### src/e1p_pkg.sv
// Contract
// - Frame clock is recovered clock divided by 256
// - Frame clock low without line synchronization
// - Frame clock floats when select bit clear
// - Aux control output follows control bit one
// - Aux control output changes once per frame
// - Aux status sampled per frame, reported
// - Voice slots inverted both ways when selected
// - No inversion when select input low
// - Recovered channels output on system data
// - Receive data accepted as NRZ or RZ
// - Two split-phase unipolar transmit outputs
// - Two split-phase unipolar receive inputs
// - Streams sampled falling, launched rising edge
// - Line data latched on recovered clock fall
// - Control output stream carries status words
package e1p_pkg;
	// ****************************************
	// Stream geometry
	// ****************************************
	localparam int BITS_PER_FRAME = 256;
	localparam int CNT_W = 8;
	localparam int SLOTS = 32;
	localparam logic [4:0] SLOT_MCW1 = 5'h00;
	localparam logic [4:0] SLOT_MASTER_CONTROL_WORD_TWO = 5'h10;
	localparam logic [4:0] SLOT_MSW1 = 5'h00;
	localparam int MASTER_CONTROL_WORD_TWO_AUX_CTRL_BIT = 1;
	localparam int MASTER_CONTROL_WORD_TWO_FCLK_EN_BIT = 3;
	localparam int PCW_VOICE_BIT = 0;
	localparam int MSW1_AUX_STAT_BIT = 1;
	localparam int MSW1_SYNC_BIT = 0;
	localparam logic [7:0] ADI_MASK = 8'h55;
	localparam logic [CNT_W-1:0] FCLK_HIGH_BITS = 8'h80;
	// ****************************************
	// Register map
	// ****************************************
	localparam logic [3:0] REG_CTRL = 4'h0;
	localparam logic [3:0] REG_STATUS = 4'h4;
	localparam int CTRL_TX_EN_BIT = 0;
	localparam int CTRL_RX_UNI_BIT = 1;
	localparam logic [1:0] CTRL_RESET = 2'h1;
	localparam logic [31:0] UNMAPPED_READ = 32'h0000_0000;
endpackage

### src/e1p_trunk_pins.sv
// The Avalon-MM slave port and the placing of the registers were chosen for this implementation.
`timescale 1ns/100ps
module e1p_trunk_pins (
	input wire logic MCLK_IN,
	input wire logic SYS_RST_IN,
	input wire logic [3:0] AVS_ADDRESS_IN,
	input wire logic AVS_READ_IN,
	input wire logic AVS_WRITE_IN,
	input wire logic [31:0] AVS_WRITEDATA_IN,
	output logic [31:0] AVS_READDATA_OUT,
	output logic AVS_WAITREQUEST_OUT,
	input wire logic SYSTEM_BIT_CLOCK_IN,
	input wire logic SYSTEM_FRAME_PULSE_N_IN,
	input wire logic SYS_DATA_IN,
	input wire logic CTRL_STREAM_IN_ZERO_IN,
	input wire logic CTRL_STREAM_IN_ONE_IN,
	output logic SYS_DATA_OUT,
	output logic CTRL_STREAM_OUT,
	input wire logic ALT_DIGIT_INV_SELECT_IN,
	input wire logic AUX_STATUS_IN,
	output logic AUX_CONTROL_OUT,
	input wire logic RECOVERED_BIT_CLOCK_IN,
	input wire logic LINE_RX_POS_IN,
	input wire logic LINE_RX_NEG_IN,
	input wire logic LINE_RX_DATA_IN,
	input wire logic LINE_RX_FRAME_MARK_IN,
	input wire logic LINE_SYNC_IN,
	output logic LINE_TX_POS_OUT,
	output logic LINE_TX_NEG_OUT,
	output logic RECOVERED_FRAME_CLK_OUT,
	output logic RECOVERED_FRAME_CLK_OE_OUT
);
	localparam int CW = e1p_pkg::CNT_W;

	function automatic logic [7:0] adi_apply(input logic [7:0] b, input logic en);
		adi_apply = en ? (b ^ e1p_pkg::ADI_MASK) : b;
	endfunction

	function automatic logic pick_bit(input logic [7:0] b, input logic [2:0] pos);
		pick_bit = b[3'h7 - pos];
	endfunction

	// ****************************************
	// Pin synchronisers
	// ****************************************
	logic [6:0] s_lvl;
	logic [6:0] s_rise;
	logic [6:0] s_fall;
	logic [5:0] l_lvl;
	logic [5:0] l_fall;

	// Frame pulse enters inverted so the cleared stages mean no pulse
	e1p_pin_sync #(.WIDTH(7)) u_sys_sync (
		.clk_in(MCLK_IN),
		.rst_in(SYS_RST_IN),
		.pins_in({AUX_STATUS_IN, ALT_DIGIT_INV_SELECT_IN, CTRL_STREAM_IN_ONE_IN,
			CTRL_STREAM_IN_ZERO_IN, SYS_DATA_IN, ~SYSTEM_FRAME_PULSE_N_IN, SYSTEM_BIT_CLOCK_IN}),
		.level_out(s_lvl),
		.rise_out(s_rise),
		.fall_out(s_fall)
	);

	e1p_pin_sync #(.WIDTH(6)) u_line_sync (
		.clk_in(MCLK_IN),
		.rst_in(SYS_RST_IN),
		.pins_in({LINE_SYNC_IN, LINE_RX_FRAME_MARK_IN, LINE_RX_DATA_IN, LINE_RX_NEG_IN,
			LINE_RX_POS_IN, RECOVERED_BIT_CLOCK_IN}),
		.level_out(l_lvl),
		.rise_out(),
		.fall_out(l_fall)
	);

	logic sclk_fall;
	logic sclk_rise;
	logic rclk_fall;
	logic line_synced;
	assign sclk_fall = s_fall[0];
	assign sclk_rise = s_rise[0];
	assign rclk_fall = l_fall[0];
	assign line_synced = l_lvl[5];

	// ****************************************
	// Register bus
	// ****************************************
	logic [1:0] ctrl_q;
	logic [1:0] ctrl_d;
	logic wait_q;
	logic wait_d;
	logic [31:0] rdata_q;
	logic [31:0] rdata_d;
	logic [7:0] master_control_word_two_q;
	logic [7:0] ctrl1_w0_q;
	logic aux_stat_q;
	logic aux_ctrl_q;

	always_comb
	begin
		ctrl_d = ctrl_q;
		wait_d = 1'b1;
		rdata_d = rdata_q;
		if ((AVS_READ_IN || AVS_WRITE_IN) && wait_q)
		begin
			wait_d = 1'b0;
			unique case (AVS_ADDRESS_IN)
				e1p_pkg::REG_CTRL: rdata_d = {30'h0, ctrl_q};
				e1p_pkg::REG_STATUS: rdata_d = {8'h0, ctrl1_w0_q, master_control_word_two_q, 4'h0,
					RECOVERED_FRAME_CLK_OE_OUT, aux_ctrl_q, aux_stat_q, line_synced};
				default: rdata_d = e1p_pkg::UNMAPPED_READ;
			endcase
		end
		if (AVS_WRITE_IN && !wait_q && AVS_ADDRESS_IN == e1p_pkg::REG_CTRL)
			ctrl_d = AVS_WRITEDATA_IN[1:0];
	end

	always_ff @(posedge MCLK_IN or posedge SYS_RST_IN)
	begin
		if (SYS_RST_IN)
		begin
			ctrl_q <= e1p_pkg::CTRL_RESET;
			wait_q <= 1'b1;
			rdata_q <= 32'h0000_0000;
		end
		else
		begin
			ctrl_q <= ctrl_d;
			wait_q <= wait_d;
			rdata_q <= rdata_d;
		end
	end

	assign AVS_WAITREQUEST_OUT = wait_q;
	assign AVS_READDATA_OUT = rdata_q;

	// ****************************************
	// System side streams
	// ****************************************
	logic [7:0] rx_mem [0:e1p_pkg::SLOTS-1];
	logic [7:0] tx_mem [0:e1p_pkg::SLOTS-1];
	logic [e1p_pkg::SLOTS-1:0] voice_q;
	logic [e1p_pkg::SLOTS-1:0] voice_d;
	logic [CW-1:0] scnt_q;
	logic [CW-1:0] scnt_d;
	logic [7:0] sh_dat_q;
	logic [7:0] sh_dat_d;
	logic [7:0] sh_c0_q;
	logic [7:0] sh_c0_d;
	logic [7:0] sh_c1_q;
	logic [7:0] sh_c1_d;
	logic [7:0] master_control_word_two_d;
	logic [7:0] ctrl1_w0_d;
	logic aux_stat_d;
	logic aux_ctrl_d;
	logic sdo_q;
	logic sdo_d;
	logic cso_q;
	logic cso_d;
	logic tx_we;
	logic [7:0] tx_wdata;
	logic [4:0] sslot;
	logic [7:0] dat_word;
	logic [7:0] c0_word;
	logic [7:0] msw1;
	logic adi_on;
	assign sslot = scnt_q[7:3];
	assign adi_on = s_lvl[5];
	assign dat_word = {sh_dat_q[6:0], s_lvl[2]};
	assign c0_word = {sh_c0_q[6:0], s_lvl[3]};

	always_comb
	begin
		scnt_d = scnt_q;
		sh_dat_d = sh_dat_q;
		sh_c0_d = sh_c0_q;
		sh_c1_d = sh_c1_q;
		voice_d = voice_q;
		master_control_word_two_d = master_control_word_two_q;
		ctrl1_w0_d = ctrl1_w0_q;
		aux_stat_d = aux_stat_q;
		aux_ctrl_d = aux_ctrl_q;
		sdo_d = sdo_q;
		cso_d = cso_q;
		tx_we = 1'b0;
		tx_wdata = adi_apply(dat_word, adi_on && voice_q[sslot]);
		msw1 = 8'h00;
		msw1[e1p_pkg::MSW1_AUX_STAT_BIT] = aux_stat_q;
		msw1[e1p_pkg::MSW1_SYNC_BIT] = line_synced;
		if (sclk_fall)
		begin
			sh_dat_d = dat_word;
			sh_c0_d = c0_word;
			sh_c1_d = {sh_c1_q[6:0], s_lvl[4]};
			if (scnt_q[2:0] == 3'h7)
			begin
				tx_we = 1'b1;
				if (sslot == e1p_pkg::SLOT_MASTER_CONTROL_WORD_TWO)
					master_control_word_two_d = c0_word;
				else if (sslot != e1p_pkg::SLOT_MCW1)
					voice_d[sslot] = c0_word[e1p_pkg::PCW_VOICE_BIT];
				if (sslot == 5'h00)
					ctrl1_w0_d = {sh_c1_q[6:0], s_lvl[4]};
			end
			scnt_d = scnt_q + 8'h01;
			// Frame pulse realigns; aux control and aux status update here only
			if (s_lvl[1])
			begin
				scnt_d = 8'h00;
				aux_ctrl_d = master_control_word_two_q[e1p_pkg::MASTER_CONTROL_WORD_TWO_AUX_CTRL_BIT];
				aux_stat_d = s_lvl[6];
			end
		end
		if (sclk_rise)
		begin
			sdo_d = pick_bit(adi_apply(rx_mem[sslot], adi_on && voice_q[sslot]),
				scnt_q[2:0]);
			cso_d = (sslot == e1p_pkg::SLOT_MSW1) ? pick_bit(msw1, scnt_q[2:0]) : 1'b0;
		end
	end

	always_ff @(posedge MCLK_IN or posedge SYS_RST_IN)
	begin
		if (SYS_RST_IN)
		begin
			scnt_q <= 8'h00;
			sh_dat_q <= 8'h00;
			sh_c0_q <= 8'h00;
			sh_c1_q <= 8'h00;
			voice_q <= '0;
			master_control_word_two_q <= 8'h00;
			ctrl1_w0_q <= 8'h00;
			aux_stat_q <= 1'b0;
			aux_ctrl_q <= 1'b0;
			sdo_q <= 1'b0;
			cso_q <= 1'b0;
		end
		else
		begin
			scnt_q <= scnt_d;
			sh_dat_q <= sh_dat_d;
			sh_c0_q <= sh_c0_d;
			sh_c1_q <= sh_c1_d;
			voice_q <= voice_d;
			master_control_word_two_q <= master_control_word_two_d;
			ctrl1_w0_q <= ctrl1_w0_d;
			aux_stat_q <= aux_stat_d;
			aux_ctrl_q <= aux_ctrl_d;
			sdo_q <= sdo_d;
			cso_q <= cso_d;
		end
	end

	always_ff @(posedge MCLK_IN)
	begin
		if (tx_we)
			tx_mem[sslot] <= tx_wdata;
	end

	assign SYS_DATA_OUT = sdo_q;
	assign CTRL_STREAM_OUT = cso_q;
	assign AUX_CONTROL_OUT = aux_ctrl_q;

	// ****************************************
	// Line transmit
	// ****************************************
	logic txp_q;
	logic txp_d;
	logic txn_q;
	logic txn_d;
	logic pol_q;
	logic pol_d;
	logic tx_mark;
	// Bit launched at the same system fall that samples the stream
	assign tx_mark = pick_bit(tx_mem[sslot], scnt_q[2:0]);

	always_comb
	begin
		txp_d = txp_q;
		txn_d = txn_q;
		pol_d = pol_q;
		if (sclk_fall)
		begin
			// Marks alternate between the two rails for the bipolar driver
			txp_d = ctrl_q[e1p_pkg::CTRL_TX_EN_BIT] && tx_mark && !pol_q;
			txn_d = ctrl_q[e1p_pkg::CTRL_TX_EN_BIT] && tx_mark && pol_q;
			if (ctrl_q[e1p_pkg::CTRL_TX_EN_BIT] && tx_mark)
				pol_d = !pol_q;
		end
	end

	always_ff @(posedge MCLK_IN or posedge SYS_RST_IN)
	begin
		if (SYS_RST_IN)
		begin
			txp_q <= 1'b0;
			txn_q <= 1'b0;
			pol_q <= 1'b0;
		end
		else
		begin
			txp_q <= txp_d;
			txn_q <= txn_d;
			pol_q <= pol_d;
		end
	end

	assign LINE_TX_POS_OUT = txp_q;
	assign LINE_TX_NEG_OUT = txn_q;

	// ****************************************
	// Line receive and frame clock
	// ****************************************
	logic [CW-1:0] rcnt_q;
	logic [CW-1:0] rcnt_d;
	logic [7:0] sh_rx_q;
	logic [7:0] sh_rx_d;
	logic fclk_q;
	logic fclk_d;
	logic fclk_oe_q;
	logic fclk_oe_d;
	logic rx_we;
	logic rx_bit;
	logic [CW-1:0] rcnt_next;

	// Sampling mid-bit makes RZ and NRZ look alike
	assign rx_bit = ctrl_q[e1p_pkg::CTRL_RX_UNI_BIT] ? l_lvl[3] : (l_lvl[1] | l_lvl[2]);
	assign rcnt_next = l_lvl[4] ? 8'h00 : rcnt_q + 8'h01;

	always_comb
	begin
		rcnt_d = rcnt_q;
		sh_rx_d = sh_rx_q;
		rx_we = 1'b0;
		if (rclk_fall)
		begin
			sh_rx_d = {sh_rx_q[6:0], rx_bit};
			rx_we = (rcnt_q[2:0] == 3'h7);
			rcnt_d = rcnt_next;
		end
		// High for the first half of each 256-bit line frame
		fclk_d = line_synced && (rcnt_q < e1p_pkg::FCLK_HIGH_BITS);
		fclk_oe_d = master_control_word_two_q[e1p_pkg::MASTER_CONTROL_WORD_TWO_FCLK_EN_BIT];
	end

	always_ff @(posedge MCLK_IN or posedge SYS_RST_IN)
	begin
		if (SYS_RST_IN)
		begin
			rcnt_q <= 8'h00;
			sh_rx_q <= 8'h00;
			fclk_q <= 1'b0;
			fclk_oe_q <= 1'b0;
		end
		else
		begin
			rcnt_q <= rcnt_d;
			sh_rx_q <= sh_rx_d;
			fclk_q <= fclk_d;
			fclk_oe_q <= fclk_oe_d;
		end
	end

	always_ff @(posedge MCLK_IN)
	begin
		if (rx_we)
			rx_mem[rcnt_q[7:3]] <= {sh_rx_q[6:0], rx_bit};
	end

	assign RECOVERED_FRAME_CLK_OUT = fclk_q;
	assign RECOVERED_FRAME_CLK_OE_OUT = fclk_oe_q;
endmodule

### src/e1p_pin_sync.sv
`timescale 1ns/100ps
module e1p_pin_sync #(
	parameter int WIDTH = 1
) (
	input wire logic clk_in,
	input wire logic rst_in,
	input wire logic [WIDTH-1:0] pins_in,
	output logic [WIDTH-1:0] level_out,
	output logic [WIDTH-1:0] rise_out,
	output logic [WIDTH-1:0] fall_out
);
	logic [WIDTH-1:0] meta_q;
	logic [WIDTH-1:0] sync_q;
	logic [WIDTH-1:0] prev_q;

	// Edge detect compares the second stage with the third (prev_q)
	always_ff @(posedge clk_in or posedge rst_in)
	begin
		if (rst_in)
		begin
			meta_q <= '0;
			sync_q <= '0;
			prev_q <= '0;
		end
		else
		begin
			meta_q <= pins_in;
			sync_q <= meta_q;
			prev_q <= sync_q;
		end
	end

	assign level_out = sync_q;
	assign rise_out = sync_q & ~prev_q;
	assign fall_out = ~sync_q & prev_q;
endmodule

### config.mk
export PLATFORM = sky130hd
export DESIGN_NAME = e1p_trunk_pins
export DESIGN_NICKNAME = d
export VERILOG_FILES = /design/src/e1p_pkg.sv /design/src/e1p_trunk_pins.sv /design/src/e1p_pin_sync.sv
export SDC_FILE = /design/constraint.sdc
export NUM_CORES = 1
export LEC_CHECK = 0
export ABC_CLOCK_PERIOD_IN_PS = 13900
export BUFFER_PORTS_ARGS = -buffer_cell sky130_fd_sc_hd__buf_2
export CAP_MARGIN = 20
export CELL_PAD_IN_SITES_DETAIL_PLACEMENT = 1
export CELL_PAD_IN_SITES_GLOBAL_PLACEMENT = 1
export CORE_MARGIN = 2
export CORE_UTILIZATION = 55
export CTS_CLUSTER_SIZE = 10
export DETAILED_ROUTE_END_ITERATION = 6
export GPL_TIMING_DRIVEN = 1
export HOLD_SLACK_MARGIN = 0.03
export PLACE_DENSITY_LB_ADDON = 0.1
export SYNTH_ARGS = -nofsm -noshare
export SYNTH_HDL_FRONTEND = slang
export SYNTH_SLANG_ARGS = --single-unit
### constraint.sdc
create_clock -name MCLK_IN -period 13.9 [get_ports MCLK_IN]
set_clock_uncertainty 0.2 [all_clocks]
set_input_delay 0.695 -clock MCLK_IN [delete_from_list [all_inputs] [get_ports MCLK_IN]]
set_output_delay 0.695 -clock MCLK_IN [all_outputs]
set_load 0.005 [all_outputs]
==> flow_summary.ini, run 1 <==
[synth]
synth_top_family_by_area = multiplexers
synthCells = 1532
synth_compound_area_frac = 0.0406
synthArstFlopShare = 0.229
synthDistinctLibCells = 80
synthAdderAreaFrac = 0.00189
syn_avg_cell_area_sq_um = 17.3
synth-seq-cells = 664
yosys.area.top_type = edfxtp_1
synth-xor-area-share = 0.00264
ys_seq_area_frac = 0.723
syn_area_sq_um = 26500
synth_ff_type = edfxtp_1
synth_top_area_frac = 0.580
synthSimpleGateAreaFrac = 0.0628
ys_top_cells_by_area = edfxtp_1 58%, dfrtp_1 14%, mux4_2 9.0%
yosysWarningCount = 0
netlist_top_cells_count = 512 x edfxtp_1, 150 x dfrtp_1, 134 x nand2_1
synth_mux_area_frac = 0.143
yosysMostFrequentCell = edfxtp_1
synth_edf_count = 512

[setup_path]
required_ps = 13960
crit_chain = buf_4 > nand3_1 > o22ai_1 > nor3_1 > o221ai_2 > o21ai_4 > xnor2_4
cp_max_fo = 56
endpoint = tx_mem[23][0]
crit_start = scnt_q[7]
r2r_end = tx_mem[23][0]
cp.arrival_ps = 4210
worstRegToRegCells = 7
slowest_stage = xnor2_4
max_stage_delay_ps = 830
timing_worst_setup_path_type = reg2reg
r2r-start = scnt_q[7]
reg2reg_slack_ps = 9760
cp-end-kind = register
start_kind = register

[timing]
fin_crit_sh = 0.298
hold_violations = 0
setup_violations = 0
worst_pin_slew_ps = 1060
rsz0062_at_grt = no
final_max_slew_viol_count = 0
slew-limit-headroom = 0.293
timing.final.crit_period_ps = 4140
clock.fmax_mhz = 241
setup_tns_ps = 0

[floorplanning]
coreArea_sq_um = 47600
rows = 80
dieArea_sq_um = 50000
ios = 93
fp.dieH_microns = 224
die_x_microns = 224
start_util = 0.556

[pwr]
internal_power_mw = 3.38
power_density_nw_per_um2 = 145
vdd_drop_max_mv = 0.183
sw_frac_of_total = 0.218
clockPowerShare = 0.420
p_total_mw = 4.32
p_sw_mw = 0.940
power_frac_comb = 0.049
pwr-share-seq = 0.531
cellLeakagePower_nw = 10.3

[clock_tree]
tritoncts.num_buffers = 77
clk_path_buf_depth = 3
cts_tree = done
cts_root_buf = clkbuf_16
htreeDepth = 3
clkLatencyLatePin_ps = 620
cts.sinks = 664
path_clk_slew_ps = 50

[hold_path]
hp-class = in2async

[global_route]
grt_usage = 0.263
grt_overflow = 0
grt_pass1_vias = 14900
grt_pass1_wl_microns = 96100
antenna_found_initial = 0
grt_start_max_net_pins = 105

[drt]
firstDrtPassIters = 7
drc_errors = 0
vias = 14200
vias_per_cell = 6.25
ant_nets = 0
wl_per_cell_microns = 28.4
wl_microns = 64300
drtIter0Drc = 1306

[placed_design]
gp_congestion = 0.840
dpl.hpwl_microns = 39100
portBuffers = 50

[layout]
drive_above_1_share = 0.220
syn_to_final_growth_pct = 12.3
nFillCells = 4104
fin_nets = 1668
num_antenna_cells = 0

[run_status]
outcome = finished, final reports clean

[job]
drv_cap = 0
-- cell type report --
cell class                      count  area (sq um)  area share
Clock inverter                      7          81.3     0.00273
Clock buffer                      112          2120      0.0713
Sequential cell                   664         19200       0.645
Timing Repair Buffer               91           787      0.0264
Multi-Input combinational cell    769          6780       0.228
Inverter                            8          35.0     0.00118
Tap cell                          615           769      0.0259
-- logic make-up (layout without fill, tap and decap cells) --
kind of cell	count (synthesis)	in the layout
buf+inv	110	218
flops	664	664
compound gates	148	148
mux	234	234
other cells	1	12
fa+ha+maj	4	4
xor+xnor	8	8
simple gates	363	363
-- metal layers --
metal,vias up,routed length (microns),GRT usage,share of wire
li1,6071,-,-,-
met1,7554,26400,0.358,0.41
met2,416,32800,0.439,0.51
met3,114,3180,0.0442,0.049
met4,0,1860,0.0847,0.029
met5,-,0,0,0
-- registers in the layout, summed over array words and instances, names as in the netlist, 8 cells and up --
register / count
ctrl1_w0_q: 8
tx_mem: 256
voice_q: 32
rcnt_q: 8
master_control_word_two_q: 8
scnt_q: 8
AVS_READDATA_OUT: 20
rx_mem: 256
-- cell usage in the layout, fill, tap and decap left out, types with 20 or more instances in the layout --
| master | n |
|---|---|
| edfxtp_1 | 512 |
| dfrtp_1 | 147 |
| nand2_1 | 134 |
| nor2_1 | 120 |
| mux4_2 | 106 |
| clkbuf_16 | 80 |
| mux2_2 | 67 |
| mux2i_1 | 58 |
| buf_2 | 50 |
| clkbuf_1 | 32 |
| nand3_1 | 25 |
| a21oi_1 | 23 |
| o21ai_0 | 23 |
| a22o_1 | 20 |
| a22oi_1 | 20 |
-- power groups by stage --
stage | sequential (mW) | combinational (mW) | clock, mW
6_report | 2.30 | 0.210 | 1.81
5_1_grt | 2.30 | 0.230 | 1.91
4_1_cts | 2.34 | 0.138 | 1.84
3_5_place_dp | 2.37 | 0.134 | 0
3_3_place_gp | 2.37 | 0.125 | 0
2_1_floorplan | 2.33 | 0.0790 | 0
-- repair_timing --
item / CTS / global route
hold endpoints to repair: 13 / 0
gates resized for setup: 0 / 0
setup buffers: 0 / 0
hold buffers: 13 / 0
-- through the flow --
stage / cells / cell area (sq um) / utilization / hold slack [ps] / setup WS (ps)
2_1_floorplan: 1543 / 26600 / - / 131 / 8920
3_5_place_dp: 2125 / 27200 / 0.571 / 136 / 9650
4_1_cts: 2257 / 29500 / 0.620 / 42.2 / 9650
6_report: 2266 / 29800 / 0.625 / 36.3 / 9760
3_3_place_gp: 2124 / 27200 / 0.570 / 131 / 9840
5_1_grt: 2266 / 29800 / 0.625 / 82.5 / 9480
-- how the worst min path moves through the flow --
stage	from	end	slack, ps	cells after the start
2_1_floorplan	u_line_sync.meta_q[0]	u_line_sync.level_out[0]	130	0
3_3_place_gp	u_line_sync.meta_q[4]	u_line_sync.level_out[4]	130	0
3_5_place_dp	u_sys_sync.meta_q[4]	u_sys_sync.level_out[4]	140	0
4_1_cts	SYS_RST_IN	u_line_sync.meta_q[3]	40	2
5_1_grt	SYS_RST_IN	sh_rx_q[2]	80	2
6_report	SYS_RST_IN	sh_rx_q[1]	40	2
-- critical path: cells and delay by family, from the launching register on --
kind / cells / cell delay [ps]
DFF: 1 / 340
and+or+nand+nor: 2 / 800
xor gates and xnor gates: 1 / 830
AOI/OAI and AO/OA: 3 / 910
buffers and inverters: 1 / 630
(Power assumes the default switching activity.)
==> run 2, diff against run 1 <==
- ABC_CLOCK_PERIOD_IN_PS: 13900 -> 3400
- CORE_UTILIZATION: 55 -> 48
- clock period: 13.9 -> 3.4 ns (I/O delays scaled with it)
==> run 2 against run 1 <==
Combinational power rose to 4.2 times the previous value; largest power group unchanged; register-to-register slack got worse by 9600 ps; first-iteration DRC count decreased by 9.2%; flip-flop and latch count unchanged; sequential share of layout area down 2.8 points; via count grew 3.1%; cell count grew 11%.
==> flow_summary.ini, run 2 (synthesis results as in run 1) <==
[clock_tree]
htreeDepth = 3
cts_root_buf = clkbuf_16
cts_tree = done
tritoncts.num_buffers = 77
path_clk_slew_ps = 60
cts.sinks = 664
ctsResizeCount = 0
clkLatencyLatePin_ps = 610
clk_path_buf_depth = 3

[floorplanning]
rows = 86
start_util = 0.483
fp.dieH_microns = 239
die_x_microns = 239
coreArea_sq_um = 54900
dieArea_sq_um = 57100
ios = 93

[layout]
syn_to_final_growth_pct = 17.3
fin_cells = 2508
fin_nets = 1820
most-common-layout-cells = 512 x edfxtp_1, 147 x dfrtp_1, 134 x nand2_1, 131 x buf_4, 120 x nor2_1
drive_above_1_share = 0.268
mostFrequentLayoutCell = edfxtp_1
num_antenna_cells = 0

[setup_path]
worstRegToRegCells = 9
slowest_stage = dfrtp_4
r2r-start = scnt_q[3]
r2r_end = SYS_DATA_OUT
cp.arrival_ps = 3480
crit_start = scnt_q[3]
cp_max_fo = 22
start_kind = register
max_stage_delay_ps = 560
required_ps = 3670
cp_common_cell = a21oi_1
reg2reg_slack_ps = 190
timing_worst_setup_path_type = reg2reg
crit_chain = buf_12 > mux4_2 > a22oi_1 > a21oi_1 > o311ai_1 > nand2b_1 > nand3_1 > a21oi_1 > a41oi_2
cp-end-kind = register

[hold_path]
hp-class = reg2reg
holdPathStages = 0
hold-path-endpoint = u_sys_sync.level_out[3]
min-delay-start = u_sys_sync.meta_q[3]

[global_route]
grt_pass1_wl_microns = 101000
grt_pass1_vias = 15500
grt_start_max_net_pins = 81
grt_usage = 0.245
grt_overflow = 0
antenna_found_initial = 2

[timing]
clock.fmax_mhz = 312
final_max_slew_viol_count = 0
rsz0062_at_grt = no
hold_violations = 0
fin_crit_sh = 0.944
setup_violations = 0
worst_pin_slew_ps = 1010
slew-limit-headroom = 0.328
setup_tns_ps = 0
timing.final.crit_period_ps = 3210

[drt]
firstDrtPassIters = 5
ant_nets = 0
wl_per_cell_microns = 27.2
wl_microns = 68200
dr_wl_met3_microns = 3550
vias = 14600
drc_errors = 0
wl_met2_microns = 33900
drtIter0Drc = 1186
met1Wirelength_microns = 28300
vias_per_cell = 5.82
dr.max_layer_used = met4

[placed_design]
dpl.hpwl_microns = 44500
portBuffers = 50
gp_congestion = 0.881
dpl.cell_count = 2341

[pwr]
p_total_mw = 17.5
cellLeakagePower_nw = 11.1
vdd_drop_max_mv = 0.445
power_density_nw_per_um2 = 563

[run_status]
outcome = finished, final reports clean

[job]
drv_cap = 0
[run 2: changes by cell type in the layout (fill, tap and decap cells not counted), sizes merged]
cell	previous run	this run
buf	78	203
inv	9	7
clkbuf	112	117
dlygate4sd3	13	40
bufinv	1	0
clkinvlp	0	1
clkinv	5	3
[run 2: where the power goes]
part / switching [mW] / internal [mW] / total (mW)
registers: 0.223 / 9.17 / 9.39
logic: 0.568 / 0.322 / 0.890
clock network: 3.03 / 4.20 / 7.22
[run 2: worst max path at each step]
stage	end	slack (ps)
finish	SYS_DATA_OUT	190
global route	tx_mem[21][6]	70
CTS	SYS_DATA_OUT	230
detailed placement	SYS_DATA_OUT	250
global placement	SYS_DATA_OUT	270
floorplan	tx_mem[0][0]	210
[run 2: final cells by class]
| class | instances | area [sq um] |
|---|---|---|
| flip-flops and latches | 664 | 19200 |
| clock inverters | 3 | 21.3 |
| repair buffers | 243 | 2130 |
| inverters | 8 | 33.8 |
| well taps | 704 | 881 |
| fillers | 5024 | 23800 |
| multi-input cells | 769 | 6750 |
| clock buffers | 117 | 2100 |
[run 2: through the flow]
stage                util  instance area (sq um)  hold slack, ps  setup slack (ps)
finish              0.567                  31100             146               190
CTS                 0.563                  30900             148               229
detailed placement  0.517                  28400            80.1               245
floorplan               -                  26600            1.43               205
global route        0.567                  31100             154              66.3
global placement    0.517                  28300            77.9               274
[run 2: worst max-delay path, delay by kind of cell, from the launching register on]
| kind | cells | cell delay (ps) |
|---|---|---|
| muxes | 1 | 540 |
| buffers and inverters | 1 | 240 |
| AOI/OAI and AO/OA | 5 | 1230 |
| DFF | 1 | 560 |
| and+or+nand+nor | 2 | 250 |
[run 2: layer usage]
layer	vias up	track usage
met4	0	0.0979
met5	-	0
met2	377	0.400
met1	7712	0.325
met3	135	0.0462
li1	6369	-
[run 2: timing repair]
item,4_1_cts,5_1_grt
setup buffers,0,0
setup endpoints to repair,0,0
hold endpoints to repair,186,0
hold buffers,40,0
